[src/common/sirc_defs.vh]
// Constants for the serial-infrared pulse codec
`ifndef SIRC_DEFS_VH
`define SIRC_DEFS_VH

// ==========================================================
// Register map (byte addresses)
`define SIRC_CTRL_OFS        8'h00
`define SIRC_STAT_OFS        8'h04

// ==========================================================
// Control register fields
`define SIRC_CTRL_RATE_LSB   0
`define SIRC_CTRL_RATE_MSB   2
`define SIRC_CTRL_CLKSRC_BIT 3
`define SIRC_CTRL_FIXED_BIT  4
`define SIRC_CTRL_SLEEP_BIT  5
`define SIRC_CTRL_RST_VAL    6'h00

// ==========================================================
// Status register fields
`define SIRC_STAT_OSC_BIT    0
`define SIRC_STAT_TXACT_BIT  1
`define SIRC_STAT_RXACT_BIT  2
`define SIRC_STAT_IRTX_BIT   3
`define SIRC_STAT_URX_BIT    4

// ==========================================================
// Bus responses
`define SIRC_RESP_OKAY       2'b00
`define SIRC_RESP_SLVERR     2'b10

// ==========================================================
// Crystal division per rate code
`define SIRC_DIV_000         7'h02
`define SIRC_DIV_001         7'h04
`define SIRC_DIV_010         7'h0c
`define SIRC_DIV_011         7'h18
`define SIRC_DIV_100         7'h06
`define SIRC_DIV_101         7'h30
`define SIRC_DIV_110         7'h60
`define SIRC_DIV_111         7'h01

// ==========================================================
// Timing in sixteen-times clock ticks and crystal cycles
`define SIRC_ENC_DELAY       4'h7
`define SIRC_ENC_LAST        4'h9
`define SIRC_BIT_LAST        4'hf
`define SIRC_MONO_CYC        3'h6
`define SIRC_DEC_LAST        4'hf

`endif

[src/sirc_rate_div.v]
// Crystal divider producing the sixteen-times tick
`timescale 1ns/1ps
`include "sirc_defs.vh"

module sirc_rate_div (
	input  wire       core_clk,
	input  wire       rst_n,
	input  wire       xtal_tick,
	input  wire [2:0] rate_sel,
	output reg        x16_tick
);

	reg  [6:0] div_cnt_ff;
	wire [6:0] div_val;
	reg  [6:0] nxt_div_cnt;
	reg        nxt_x16_tick;

	// ==========================================================
	// Division lookup
	function [6:0] sirc_div_of;
		input [2:0] code;
		begin
			case (code)
				3'h0: sirc_div_of = `SIRC_DIV_000;
				3'h1: sirc_div_of = `SIRC_DIV_001;
				3'h2: sirc_div_of = `SIRC_DIV_010;
				3'h3: sirc_div_of = `SIRC_DIV_011;
				3'h4: sirc_div_of = `SIRC_DIV_100;
				3'h5: sirc_div_of = `SIRC_DIV_101;
				3'h6: sirc_div_of = `SIRC_DIV_110;
				default: sirc_div_of = `SIRC_DIV_111;
			endcase
		end
	endfunction

	assign div_val = sirc_div_of(rate_sel);

	// ==========================================================
	// Counter
	always @* begin
		nxt_div_cnt  = div_cnt_ff;
		nxt_x16_tick = 1'b0;
		if (xtal_tick) begin
			if (div_cnt_ff >= div_val - 7'h01) begin
				nxt_div_cnt  = 7'h00;
				nxt_x16_tick = 1'b1;
			end else begin
				nxt_div_cnt = div_cnt_ff + 7'h01;
			end
		end
	end

	always @(posedge core_clk) begin
		if (!rst_n) begin
			div_cnt_ff <= 7'h00;
			x16_tick   <= 1'b0;
		end else begin
			div_cnt_ff <= nxt_div_cnt;
			x16_tick   <= nxt_x16_tick;
		end
	end

endmodule

[src/sirc_codec.v]
// Serial-infrared pulse encoder and decoder with register slave
//
// The register offsets and register access over AXI4-Lite were chosen for this implementation.
`timescale 1ns/1ps
`include "sirc_defs.vh"

// Operation
// - Codec steps on each sixteen-times tick, external or divided crystal.
// - Clock source select high picks the external clock, low the crystal.
// - Codec reset low returns encoder and decoder to idle.
// - Start of a space bit after a mark is a falling edge of transmit data; further spaces start on the 16 tick count wrap.
// - Fixed pulse mode: modulator rising edge fires a six crystal cycle pulse; no pulse with the external clock selected.
// - Fixed pulse width ignores the rate select code.
// - Oscillator sleep stops the oscillator cell and, with the crystal selected, the codec ticks too.
// - Oscillator stops when external clock selected or oscillator sleep high.
// - Codes 000..011 divide crystal by 2, 4, 12, 24.
// - Codes 100..111 divide crystal by 6, 48, 96, or not at all.
// - One pulse per space bit, none per mark bit.
// - After falling edge wait 7 ticks, pulse high 3 ticks, then low.
// - Consecutive spaces give pulses exactly 16 ticks apart.
// - Each falling edge on infrared receive starts a 16 tick stretch.
// - Each received pulse gives a one bit time space on UART receive.
// - Stretched space lasts at least three quarters of a bit time.
module sirc_codec (
	input  wire        core_clk,
	input  wire        rst_n,
	input  wire        codec_reset_n,
	input  wire        baud_x16_clock,
	input  wire        osc_in,
	input  wire        uart_tx_in,
	input  wire        ir_rx_in_n,
	output reg         ir_tx_out,
	output reg         uart_rx_out,
	output reg         osc_enable,
	input  wire [7:0]  s_axi_awaddr,
	input  wire        s_axi_awvalid,
	output reg         s_axi_awready,
	input  wire [31:0] s_axi_wdata,
	input  wire [3:0]  s_axi_wstrb,
	input  wire        s_axi_wvalid,
	output reg         s_axi_wready,
	output reg  [1:0]  s_axi_bresp,
	output reg         s_axi_bvalid,
	input  wire        s_axi_bready,
	input  wire [7:0]  s_axi_araddr,
	input  wire        s_axi_arvalid,
	output reg         s_axi_arready,
	output reg  [31:0] s_axi_rdata,
	output reg  [1:0]  s_axi_rresp,
	output reg         s_axi_rvalid,
	input  wire        s_axi_rready
);

	localparam ENC_IDLE = 2'b01;
	localparam ENC_BIT  = 2'b10;

	reg  [5:0] ctrl_ff;
	reg        aw_held_ff;
	reg  [7:0] aw_addr_ff;
	reg        w_held_ff;
	reg [31:0] w_data_ff;
	reg  [3:0] w_strb_ff;
	reg        ext_prev_ff;
	reg        osc_prev_ff;
	reg        tx_prev_ff;
	reg        tx_pend_ff;
	reg        rx_prev_ff;
	reg        rx_pend_ff;
	reg  [1:0] enc_state_ff;
	reg  [3:0] enc_cnt_ff;
	reg  [2:0] mono_cnt_ff;
	reg        dec_act_ff;
	reg  [3:0] dec_cnt_ff;
	reg  [1:0] nxt_enc_state;
	reg  [3:0] nxt_enc_cnt;
	reg  [2:0] nxt_mono_cnt;
	reg        nxt_dec_act;
	reg  [3:0] nxt_dec_cnt;
	reg        nxt_ir_tx;
	reg [31:0] nxt_rdata;
	reg  [1:0] nxt_rresp;

	wire [2:0] rate_sel;
	wire       clock_source_select_pin;
	wire       fixed_pulse_select;
	wire       osc_sleep;
	wire       sm_rst;
	wire       ext_tick;
	wire       div_tick;
	wire       x16_tick;
	wire       xtal_tick;
	wire       tx_fall;
	wire       rx_fall;
	wire       mod_rise;
	wire       wr_go;
	wire       rd_go;
	wire [31:0] stat_word;

	assign rate_sel = ctrl_ff[`SIRC_CTRL_RATE_MSB:`SIRC_CTRL_RATE_LSB];
	assign clock_source_select_pin = ctrl_ff[`SIRC_CTRL_CLKSRC_BIT];
	assign fixed_pulse_select      = ctrl_ff[`SIRC_CTRL_FIXED_BIT];
	assign osc_sleep               = ctrl_ff[`SIRC_CTRL_SLEEP_BIT];

	// ==========================================================
	// Register slave
	assign wr_go = aw_held_ff && w_held_ff && !s_axi_bvalid;
	assign rd_go = s_axi_arvalid && s_axi_arready;

	always @(posedge core_clk) begin
		if (!rst_n) begin
			ctrl_ff       <= `SIRC_CTRL_RST_VAL;
			aw_held_ff    <= 1'b0;
			aw_addr_ff    <= 8'h00;
			w_held_ff     <= 1'b0;
			w_data_ff     <= 32'h00000000;
			w_strb_ff     <= 4'h0;
			s_axi_awready <= 1'b0;
			s_axi_wready  <= 1'b0;
			s_axi_bvalid  <= 1'b0;
			s_axi_bresp   <= `SIRC_RESP_OKAY;
		end else begin
			s_axi_awready <= !aw_held_ff && !s_axi_awready;
			s_axi_wready  <= !w_held_ff && !s_axi_wready;
			if (s_axi_awvalid && s_axi_awready) begin
				aw_held_ff <= 1'b1;
				aw_addr_ff <= s_axi_awaddr;
			end
			if (s_axi_wvalid && s_axi_wready) begin
				w_held_ff <= 1'b1;
				w_data_ff <= s_axi_wdata;
				w_strb_ff <= s_axi_wstrb;
			end
			if (wr_go) begin
				aw_held_ff   <= 1'b0;
				w_held_ff    <= 1'b0;
				s_axi_bvalid <= 1'b1;
				s_axi_bresp  <= `SIRC_RESP_OKAY;
				if (aw_addr_ff == `SIRC_CTRL_OFS) begin
					if (w_strb_ff[0])
						ctrl_ff <= w_data_ff[5:0];
				end else if (aw_addr_ff != `SIRC_STAT_OFS) begin
					s_axi_bresp <= `SIRC_RESP_SLVERR;
				end
			end else if (s_axi_bvalid && s_axi_bready) begin
				s_axi_bvalid <= 1'b0;
			end
		end
	end

	assign stat_word = {27'h0000000, uart_rx_out, ir_tx_out, dec_act_ff,
		enc_state_ff[1], osc_enable};

	always @* begin
		nxt_rresp = `SIRC_RESP_OKAY;
		case (s_axi_araddr)
			`SIRC_CTRL_OFS: nxt_rdata = {26'h0000000, ctrl_ff};
			`SIRC_STAT_OFS: nxt_rdata = stat_word;
			default: begin
				nxt_rdata = 32'h00000000;
				nxt_rresp = `SIRC_RESP_SLVERR;
			end
		endcase
	end

	always @(posedge core_clk) begin
		if (!rst_n) begin
			s_axi_arready <= 1'b0;
			s_axi_rvalid  <= 1'b0;
			s_axi_rdata   <= 32'h00000000;
			s_axi_rresp   <= `SIRC_RESP_OKAY;
		end else begin
			s_axi_arready <= !s_axi_rvalid && !s_axi_arready;
			if (rd_go) begin
				s_axi_rvalid <= 1'b1;
				s_axi_rdata  <= nxt_rdata;
				s_axi_rresp  <= nxt_rresp;
			end else if (s_axi_rvalid && s_axi_rready) begin
				s_axi_rvalid <= 1'b0;
			end
		end
	end

	// ==========================================================
	// Oscillator control and clock selection
	always @(posedge core_clk) begin
		if (!rst_n)
			osc_enable <= 1'b1;
		else
			osc_enable <= !(clock_source_select_pin || osc_sleep);
	end

	always @(posedge core_clk) begin
		if (!rst_n) begin
			ext_prev_ff <= 1'b0;
			osc_prev_ff <= 1'b0;
		end else begin
			ext_prev_ff <= baud_x16_clock;
			osc_prev_ff <= osc_in;
		end
	end

	assign ext_tick  = baud_x16_clock && !ext_prev_ff;
	assign xtal_tick = osc_in && !osc_prev_ff && osc_enable;
	assign x16_tick  = clock_source_select_pin ? ext_tick : div_tick;

	sirc_rate_div u_div (
		.core_clk  (core_clk),
		.rst_n     (rst_n),
		.xtal_tick (xtal_tick),
		.rate_sel  (rate_sel),
		.x16_tick  (div_tick)
	);

	// ==========================================================
	// Edge capture held until the next tick
	assign sm_rst  = !rst_n || !codec_reset_n;
	assign tx_fall = tx_pend_ff || (tx_prev_ff && !uart_tx_in);
	assign rx_fall = rx_pend_ff || (rx_prev_ff && !ir_rx_in_n);

	always @(posedge core_clk) begin
		if (sm_rst) begin
			tx_prev_ff <= 1'b1;
			rx_prev_ff <= 1'b1;
			tx_pend_ff <= 1'b0;
			rx_pend_ff <= 1'b0;
		end else begin
			tx_prev_ff <= uart_tx_in;
			rx_prev_ff <= ir_rx_in_n;
			tx_pend_ff <= tx_fall && !x16_tick;
			rx_pend_ff <= rx_fall && !x16_tick;
		end
	end

	// ==========================================================
	// Encoder
	always @* begin
		nxt_enc_state = enc_state_ff;
		nxt_enc_cnt   = enc_cnt_ff;
		if (x16_tick) begin
			case (enc_state_ff)
				ENC_IDLE: begin
					if (tx_fall) begin
						nxt_enc_state = ENC_BIT;
						nxt_enc_cnt   = 4'h0;
					end
				end
				ENC_BIT: begin
					if (tx_fall) begin
						nxt_enc_cnt = 4'h0;
					end else if (enc_cnt_ff == `SIRC_BIT_LAST) begin
						nxt_enc_cnt = 4'h0;
						if (uart_tx_in)
							nxt_enc_state = ENC_IDLE;
					end else begin
						nxt_enc_cnt = enc_cnt_ff + 4'h1;
					end
				end
				default: begin
					nxt_enc_state = ENC_IDLE;
					nxt_enc_cnt   = 4'h0;
				end
			endcase
		end
	end

	assign mod_rise = x16_tick && (nxt_enc_state == ENC_BIT) &&
		(nxt_enc_cnt == `SIRC_ENC_DELAY) && (enc_cnt_ff != `SIRC_ENC_DELAY);

	always @* begin
		nxt_mono_cnt = mono_cnt_ff;
		if (mod_rise && fixed_pulse_select)
			nxt_mono_cnt = `SIRC_MONO_CYC + 3'h1;
		else if (!fixed_pulse_select)
			nxt_mono_cnt = 3'h0;
		else if (xtal_tick && mono_cnt_ff != 3'h0)
			nxt_mono_cnt = mono_cnt_ff - 3'h1;
		if (fixed_pulse_select)
			nxt_ir_tx = (nxt_mono_cnt != 3'h0) &&
				(nxt_mono_cnt <= `SIRC_MONO_CYC);
		else
			nxt_ir_tx = (nxt_enc_state == ENC_BIT) &&
				(nxt_enc_cnt >= `SIRC_ENC_DELAY) &&
				(nxt_enc_cnt <= `SIRC_ENC_LAST);
	end

	always @(posedge core_clk) begin
		if (sm_rst) begin
			enc_state_ff <= ENC_IDLE;
			enc_cnt_ff   <= 4'h0;
			mono_cnt_ff  <= 3'h0;
			ir_tx_out    <= 1'b0;
		end else begin
			enc_state_ff <= nxt_enc_state;
			enc_cnt_ff   <= nxt_enc_cnt;
			mono_cnt_ff  <= nxt_mono_cnt;
			ir_tx_out    <= nxt_ir_tx;
		end
	end

	// ==========================================================
	// Decoder
	always @* begin
		nxt_dec_act = dec_act_ff;
		nxt_dec_cnt = dec_cnt_ff;
		if (x16_tick) begin
			if (rx_fall) begin
				nxt_dec_act = 1'b1;
				nxt_dec_cnt = `SIRC_DEC_LAST;
			end else if (dec_act_ff) begin
				if (dec_cnt_ff == 4'h0)
					nxt_dec_act = 1'b0;
				else
					nxt_dec_cnt = dec_cnt_ff - 4'h1;
			end
		end
	end

	always @(posedge core_clk) begin
		if (sm_rst) begin
			dec_act_ff  <= 1'b0;
			dec_cnt_ff  <= 4'h0;
			uart_rx_out <= 1'b1;
		end else begin
			dec_act_ff  <= nxt_dec_act;
			dec_cnt_ff  <= nxt_dec_cnt;
			uart_rx_out <= !nxt_dec_act;
		end
	end

endmodule

[config.mk]
export PLATFORM = sky130hd
export DESIGN_NAME = sirc_codec
export DESIGN_NICKNAME = d
export VERILOG_FILES = /design/src/sirc_rate_div.v /design/src/sirc_codec.v
export VERILOG_INCLUDE_DIRS = /design/src /design/src/common
export SDC_FILE = /design/constraint.sdc
export NUM_CORES = 1
export LEC_CHECK = 0
export BUFFER_PORTS_ARGS = -buffer_cell sky130_fd_sc_hd__buf_4
export CAP_MARGIN = 30
export CORE_ASPECT_RATIO = 1.4
export CORE_UTILIZATION = 55
export DETAILED_ROUTE_END_ITERATION = 8
export GPL_TIMING_DRIVEN = 0
export HOLD_SLACK_MARGIN = 0.05
export PLACE_DENSITY = 0.85
export RECOVER_POWER = 50
export SKIP_LAST_GASP = 1
export SLEW_MARGIN = 20
export SYNTH_ARGS = -nofsm -noshare
export SYNTH_HDL_FRONTEND = slang
export SYNTH_SLANG_ARGS = --single-unit
[constraint.sdc]
create_clock -name core_clk -period 5.9 [get_ports core_clk]
set_input_delay 0.295 -clock core_clk [delete_from_list [all_inputs] [get_ports core_clk]]
set_output_delay 0.295 -clock core_clk [all_outputs]
set_load 0.005 [all_outputs]
==> Word-level counts from Yosys, hierarchy flattened <==
Cells that the tools add are included.
{ "word_totals": {"out_inout_bits": 44, "register_bits": 95} }
{ "classes": {"bitwise_logic": 1, "n_reduce_logical": 59, "eq_ne": 15, "mux": 34, "magnitude_cmp": 4, "n_addsub": 5} }
{ "op_table": {"columns": ["cell", "count"], "rows": [
  ["7-bit case mux with 7 select lines", 1],
  ["4-bit two-way mux", 7],
  ["1-bit logical AND", 25],
  ["1-bit zero test", 16],
  ["8-bit zero test", 2],
  ["2-bit two-way mux", 8],
  ["6-bit case mux with 2 select lines", 1],
  ["1-bit two-way mux", 11],
  ["3-bit == test, second input constant", 3],
  ["3-bit two-way mux", 3],
  ["8-bit by 3-bit == test with 1-bit output, second input constant", 1],
  ["8-bit by 3-bit != test with 1-bit output, second input constant", 1],
  ["4-bit case mux with 2 select lines", 1],
  ["7-bit by 1-bit adder with 7-bit output, second input constant", 1],
  ["7-bit >= comparator", 1],
  ["7-bit two-way mux", 1],
  ["7-bit by 1-bit subtractor with 7-bit output, second input constant", 1],
  ["3-bit by 2-bit == test with 1-bit output, second input constant", 2],
  ["3-bit AND reduction", 2],
  ["2-bit nonzero test", 3],
  ["3-bit nonzero test", 2],
  ["4-bit by 1-bit adder with 4-bit output, second input constant", 1],
  ["2-bit == test, second input constant", 2],
  ["4-bit by 3-bit == test with 1-bit output, second input constant", 1],
  ["other kinds (17)", 21]
]} }

==> Depth between registers and ports, before layout <==
{ "depth": {"depth_word": 15, "mapped_depth": 9, "ltp_nobuf": 8} }

==> Hierarchy <==
Synthesis repeated with hierarchy kept, for this count alone.
{ "hier_totals": {"cells_unflattened": 384, "area_unflattened_um2": 3435.8} }
{ "modules_own_cells": {"columns": ["module", "cells_per_inst", "n_inst", "area_per_inst_um2", "seq_area_each_um2"], "rows": [
  ["sirc_codec", 325, 1, 2866.5, 1181.1],
  ["sirc_rate_div", 59, 1, 569.3, 160.2]
]} }

==> Worst setup path after synthesis <==
No wires, ideal clock.
{ "synth_timing": {"path_kind": "register to register", "from": "register ctrl_ff[2]", "to": "register u_div.x16_tick", "path_buffers": 1, "arrival_ns": 2.072, "required_time_ns": 5.785, "setup_slack_ns": 3.712, "stages_incl_launch_ff": 10, "setup_ns": 0.115, "cell_sequence": "dfxtp_1 -> clkbuf_1 -> nand3_1 -> ha_1 -> nand2b_1 -> a21o_1 -> a21o_1 -> a2111oi_4 -> o21ai_2 -> and3_1"} }
{ "synth_via": {"elab_chain_cells": 5, "word_cells_on_any_way": 11, "cone_classes": "add/sub: 1; order compare: 1; eq/ne: 6; mux: 2; reduce/logical: 1"} }
{ "synth_rtl": {"columns": ["item", "line_no", "rtl"], "rows": [
  ["from (decl)", "sirc_codec.v:57", "reg [5:0] ctrl_ff;"],
  ["from (signal assigned)", "sirc_codec.v:111", "ctrl_ff <= `SIRC_CTRL_RST_VAL;"],
  ["from (signal assigned)", "sirc_codec.v:140", "ctrl_ff <= w_data_ff[5:0];"],
  ["3-bit == test, or another cell as far along", "sirc_rate_div.v:23", "case (code)"],
  ["7-bit case mux with 7 select lines (*)", "sirc_rate_div.v:23", null],
  ["7-bit by 1-bit subtractor with 7-bit output (*)", "sirc_rate_div.v:44", "if (div_cnt_ff >= div_val - 7'h01) begin"],
  ["7-bit >= comparator (*)", "sirc_rate_div.v:44", null],
  ["1-bit two-way mux (*)", "sirc_rate_div.v:44", null],
  ["to (signal assigned)", "sirc_rate_div.v:59", "x16_tick <= nxt_x16_tick;"],
  ["to (decl)", "sirc_rate_div.v:10", "output reg x16_tick"]
]} }
Every way passes the cells marked *; elsewhere a longest branch is shown, timed or not.
A chain may end at the register's enable or synchronous reset.

==> Worst setup path in the final report <==
{ "layout_timing": {"from": "register ctrl_ff[2]", "to": "register u_div.div_cnt_ff[6]"} }
{ "layout_via": {"elab_chain_cells": 5, "word_cells_on_any_way": 11, "cone_classes": "add/sub: 1; order compare: 1; eq/ne: 6; mux: 2; reduce/logical: 1"} }
{ "layout_rtl": {"columns": ["item", "line_no", "rtl"], "rows": [
  ["3-bit == test, or another cell as far along", "sirc_rate_div.v:23", null],
  ["7-bit case mux with 7 select lines (*)", "sirc_rate_div.v:23", null],
  ["7-bit by 1-bit subtractor with 7-bit output (*)", "sirc_rate_div.v:44", null],
  ["7-bit >= comparator (*)", "sirc_rate_div.v:44", null],
  ["7-bit two-way mux (*)", "sirc_rate_div.v:44", null],
  ["to (signal assigned)", "sirc_rate_div.v:58", "div_cnt_ff <= nxt_div_cnt;"],
  ["to (decl)", "sirc_rate_div.v:13", "reg [6:0] div_cnt_ff;"]
]} }
Marked as above.

==> metrics.txt <==
cell family with most CP delay compound AO/OA/AOI/OAI gates; Synth warnings 0; Synth Cell Area between 3000 and 4000 sq um; Worst Clk Skew slightly above 0.01 ns; Fin. Hold Viols 0; Area Growth Syn to Fin 21.8%; initial antenna violation count 0; Iter 0 DRT Violations 119; first-pass GRT wire length 11900 microns; wire per inst roughly 13 microns; setup tns final 0 ns; crit path to u_div.div_cnt_ff[6]$_SDFFE_PN0P_; FF-to-FF path depth 9; MaxCap Viol Count 0; fmax 0.396 GHz; vias per inst approximately 5.4; DR vias approximately 3000; I/O Buffers 47; Total GRT Usage 24.7%; Bufs and invs on worst path 1; Synth Instances 394; Post-CTS Hold Buffers 0; Synth Flop Type dfxtp_1; RSZ-0062 raised after global routing no; fin nets approximately 560; period utilisation layout 42.8%; Most Crowded Layer GR met2; clk_lat worst skew approximately 0.35 ns; CP Cell Sequence clkbuf_1, nand3_1, ha_1, nand2b_1, a21o_1, a21o_1, a2111oi_4, o21ai_2, a211oi_1; row cnt 33; height of the die about 95 microns; Fillers a little over 500; CP startpoint ctrl_ff[2]$_SDFFE_PN0P_; Slew headroom roughly 65%; met2 Resource Use GR between 40% and 50%; final core occ 69.7%; pin count of the biggest net entering global routing 13; FF+latch count, synth 67; r2r setup slk roughly 3.4 ns; CP Depth 9; Post-synth EDFFs 0; GRT met3 Usage around 7%; H-tree depth 3; Final min period 2.53 ns; Synth Area per Inst roughly 8.6 sq um; crit-path max cell delay about 0.4 ns; layout cell share with drive strength beyond 1 just over 20%; Slowest-stage cell, CP a2111oi_4; critical path capture point type flip-flop; number of global-route vias before repair 2771; Most Frequent Cell on Critical Path a21o_1; FF-to-FF End u_div.div_cnt_ff[6]$_SDFFE_PN0P_; Worst-path clk slew roughly 0.070 ns; total power divided by cell area between 200 and 250 nW/um^2; Die ar. 6470 sq um; WP data required 6.15 ns; HPWL after DPL 5740 microns; grt met1 use 24.9%; r2r startpoint ctrl_ff[2]$_SDFFE_PN0P_; Initial Utilization between 50% and 60%; Clock Path Buffers 2; CP startpoint kind flip-flop; Tightest Hold Check Type primary input to flip-flop; IO Count approximately 110; post-route antenna net violation count 0; Slew @ Worst Pin between 0.5 and 0.6 ns; Final Wtd Congestion approximately 0.86; count of cell types in the netlist between 50 and 60; Root Buffer clkbuf_8; residual DRC count 0; maximum vdd drop ~0.18 mV; outcome complete, no violations; post-cts sizing count 0; total gr overflow 0; Die Span X ~68 microns; total routed wirelength between 7000 and 8000 microns; Final Setup Violations 0; worst setup path class flip-flop to flip-flop; Final Max Slew Viols 0; setup bufs post-CTS 0; leakage around 1.8 nW; CTS buffer count 9; Initial DRT Pass Iterations 4; Design Power between 0.9 and 1 mW; Seq/Total Area, Yosys approximately two fifths; CTS tree built; fraction of registers with async set/reset 0%; core area ~6000 sq um; clock sinks 67; crit path max fanout 7; WP data arrival around 2.8 ns; ANT cells 0
-- final cells by class --
| type | count | area, sq um | share of cell area [%] |
|---|---|---|---|
| Clock buffer | 11 | 141 | 3.43 |
| Tap cell | 70 | 87.6 | 2.13 |
| Sequential cell | 67 | 1340 | 32.6 |
| Buffer | 42 | 263 | 6.38 |
| Multi-Input combinational cell | 295 | 1810 | 44.0 |
| Clock inverter | 5 | 62.6 | 1.52 |
| Timing Repair Buffer | 47 | 345 | 8.39 |
| Inverter | 17 | 63.8 | 1.55 |
-- layout by cell type (no fill, tap or decap), drive strengths merged, types with 5 or more instances in the layout --
cell type  count
nor3          10
a21oi         36
nand2         34
dfxtp         67
conb          28
inv           16
nor2b          7
nand2b         8
nand3b         5
nand3         20
and3           5
clkbuf        40
xor2           5
mux2i         11
ha            14
nor2          35
buf           60
a211oi        12
o21ai         11
-- how the worst min path moves through the flow --
stage                                     end  depth (start not counted)  slack (ns)                 startpoint
floorplan               osc_enable$_SDFF_PN1_                          1        0.37                      rst_n
global placement     s_axi_arready$_SDFF_PN0_                          1        0.44  s_axi_rvalid$_SDFFE_PN0P_
detailed placement  w_data_ff[4]$_SDFFE_PN0P_                          2        0.45  w_data_ff[4]$_SDFFE_PN0P_
CTS                     rx_prev_ff$_SDFF_PP1_                          3        0.13                 ir_rx_in_n
global route            tx_prev_ff$_SDFF_PP1_                          2        0.15                 uart_tx_in
finish                  rx_prev_ff$_SDFF_PP1_                          3        0.14                 ir_rx_in_n
-- flip-flops by register name, summed over array words and instances (netlist names), 2 cells and up --
name,flops
aw_addr_ff,8
ctrl_ff,6
dec_cnt_ff,4
enc_cnt_ff,4
enc_state_ff,2
mono_cnt_ff,3
s_axi_rdata,6
u_div.div_cnt_ff,7
w_data_ff,6
-- cell usage after synthesis, drive strengths merged (7+ instances only) --
cell	number	area share, %
nor2b	7	1.3
mux2i	11	3.3
a211oi	12	3.0
nand2b	8	1.6
nor3	10	1.5
nand3	20	3.0
a21oi	36	5.3
o21ai	11	1.7
clkbuf	12	1.3
nor2	35	4.0
nand2	34	3.8
ha	14	5.2
inv	16	1.8
buf	30	6.4
dfxtp	67	40
-- worst reg2reg max path: stages, from the launching register on --
cell	delay [ns]
dfxtp_1	0.31
clkbuf_1	0.30
nand3_1	0.16
ha_1	0.30
nand2b_1	0.15
a21o_1	0.18
a21o_1	0.19
a2111oi_4	0.39
o21ai_2	0.17
a211oi_1	0.28
-- per-stage QoR --
| stage | area [sq um] | instances | setup slack (ns) | hold WS (ns) |
|---|---|---|---|---|
| floorplan | 3480 | 421 | 3.71 | 0.371 |
| global placement | 3920 | 538 | 3.52 | 0.440 |
| detailed placement | 3920 | 538 | 3.43 | 0.446 |
| CTS | 4130 | 554 | 3.37 | 0.126 |
| global route | 4120 | 554 | 3.17 | 0.148 |
| finish | 4120 | 554 | 3.37 | 0.137 |
-- power by group --
part	switching (mW)	internal (mW)
logic	0.0600	0.0579
registers	0.00925	0.466
clock network	0.179	0.208
-- layer usage --
metal | up-vias | wire (microns) | part of all wire, %
met3 | 9 | 311 | 4.2
met5 | - | 0 | 0
met2 | 80 | 4130 | 56
met1 | 1400 | 2870 | 39
met4 | 0 | 79 | 1.1
li1 | 1504 | - | -
-- cell families after synthesis --
family                   share of synthesized area (%)
other                                            0.111
multiplexers                                      3.59
flip-flops                                        39.7
buffers and inverters                             9.66
adder cells (fa/ha/maj)                           5.18
AND/OR/NAND/NOR                                   23.1
AO/OA/AOI/OAI                                     16.3
XOR/XNOR                                          2.33
(Power assumes the default switching activity.)
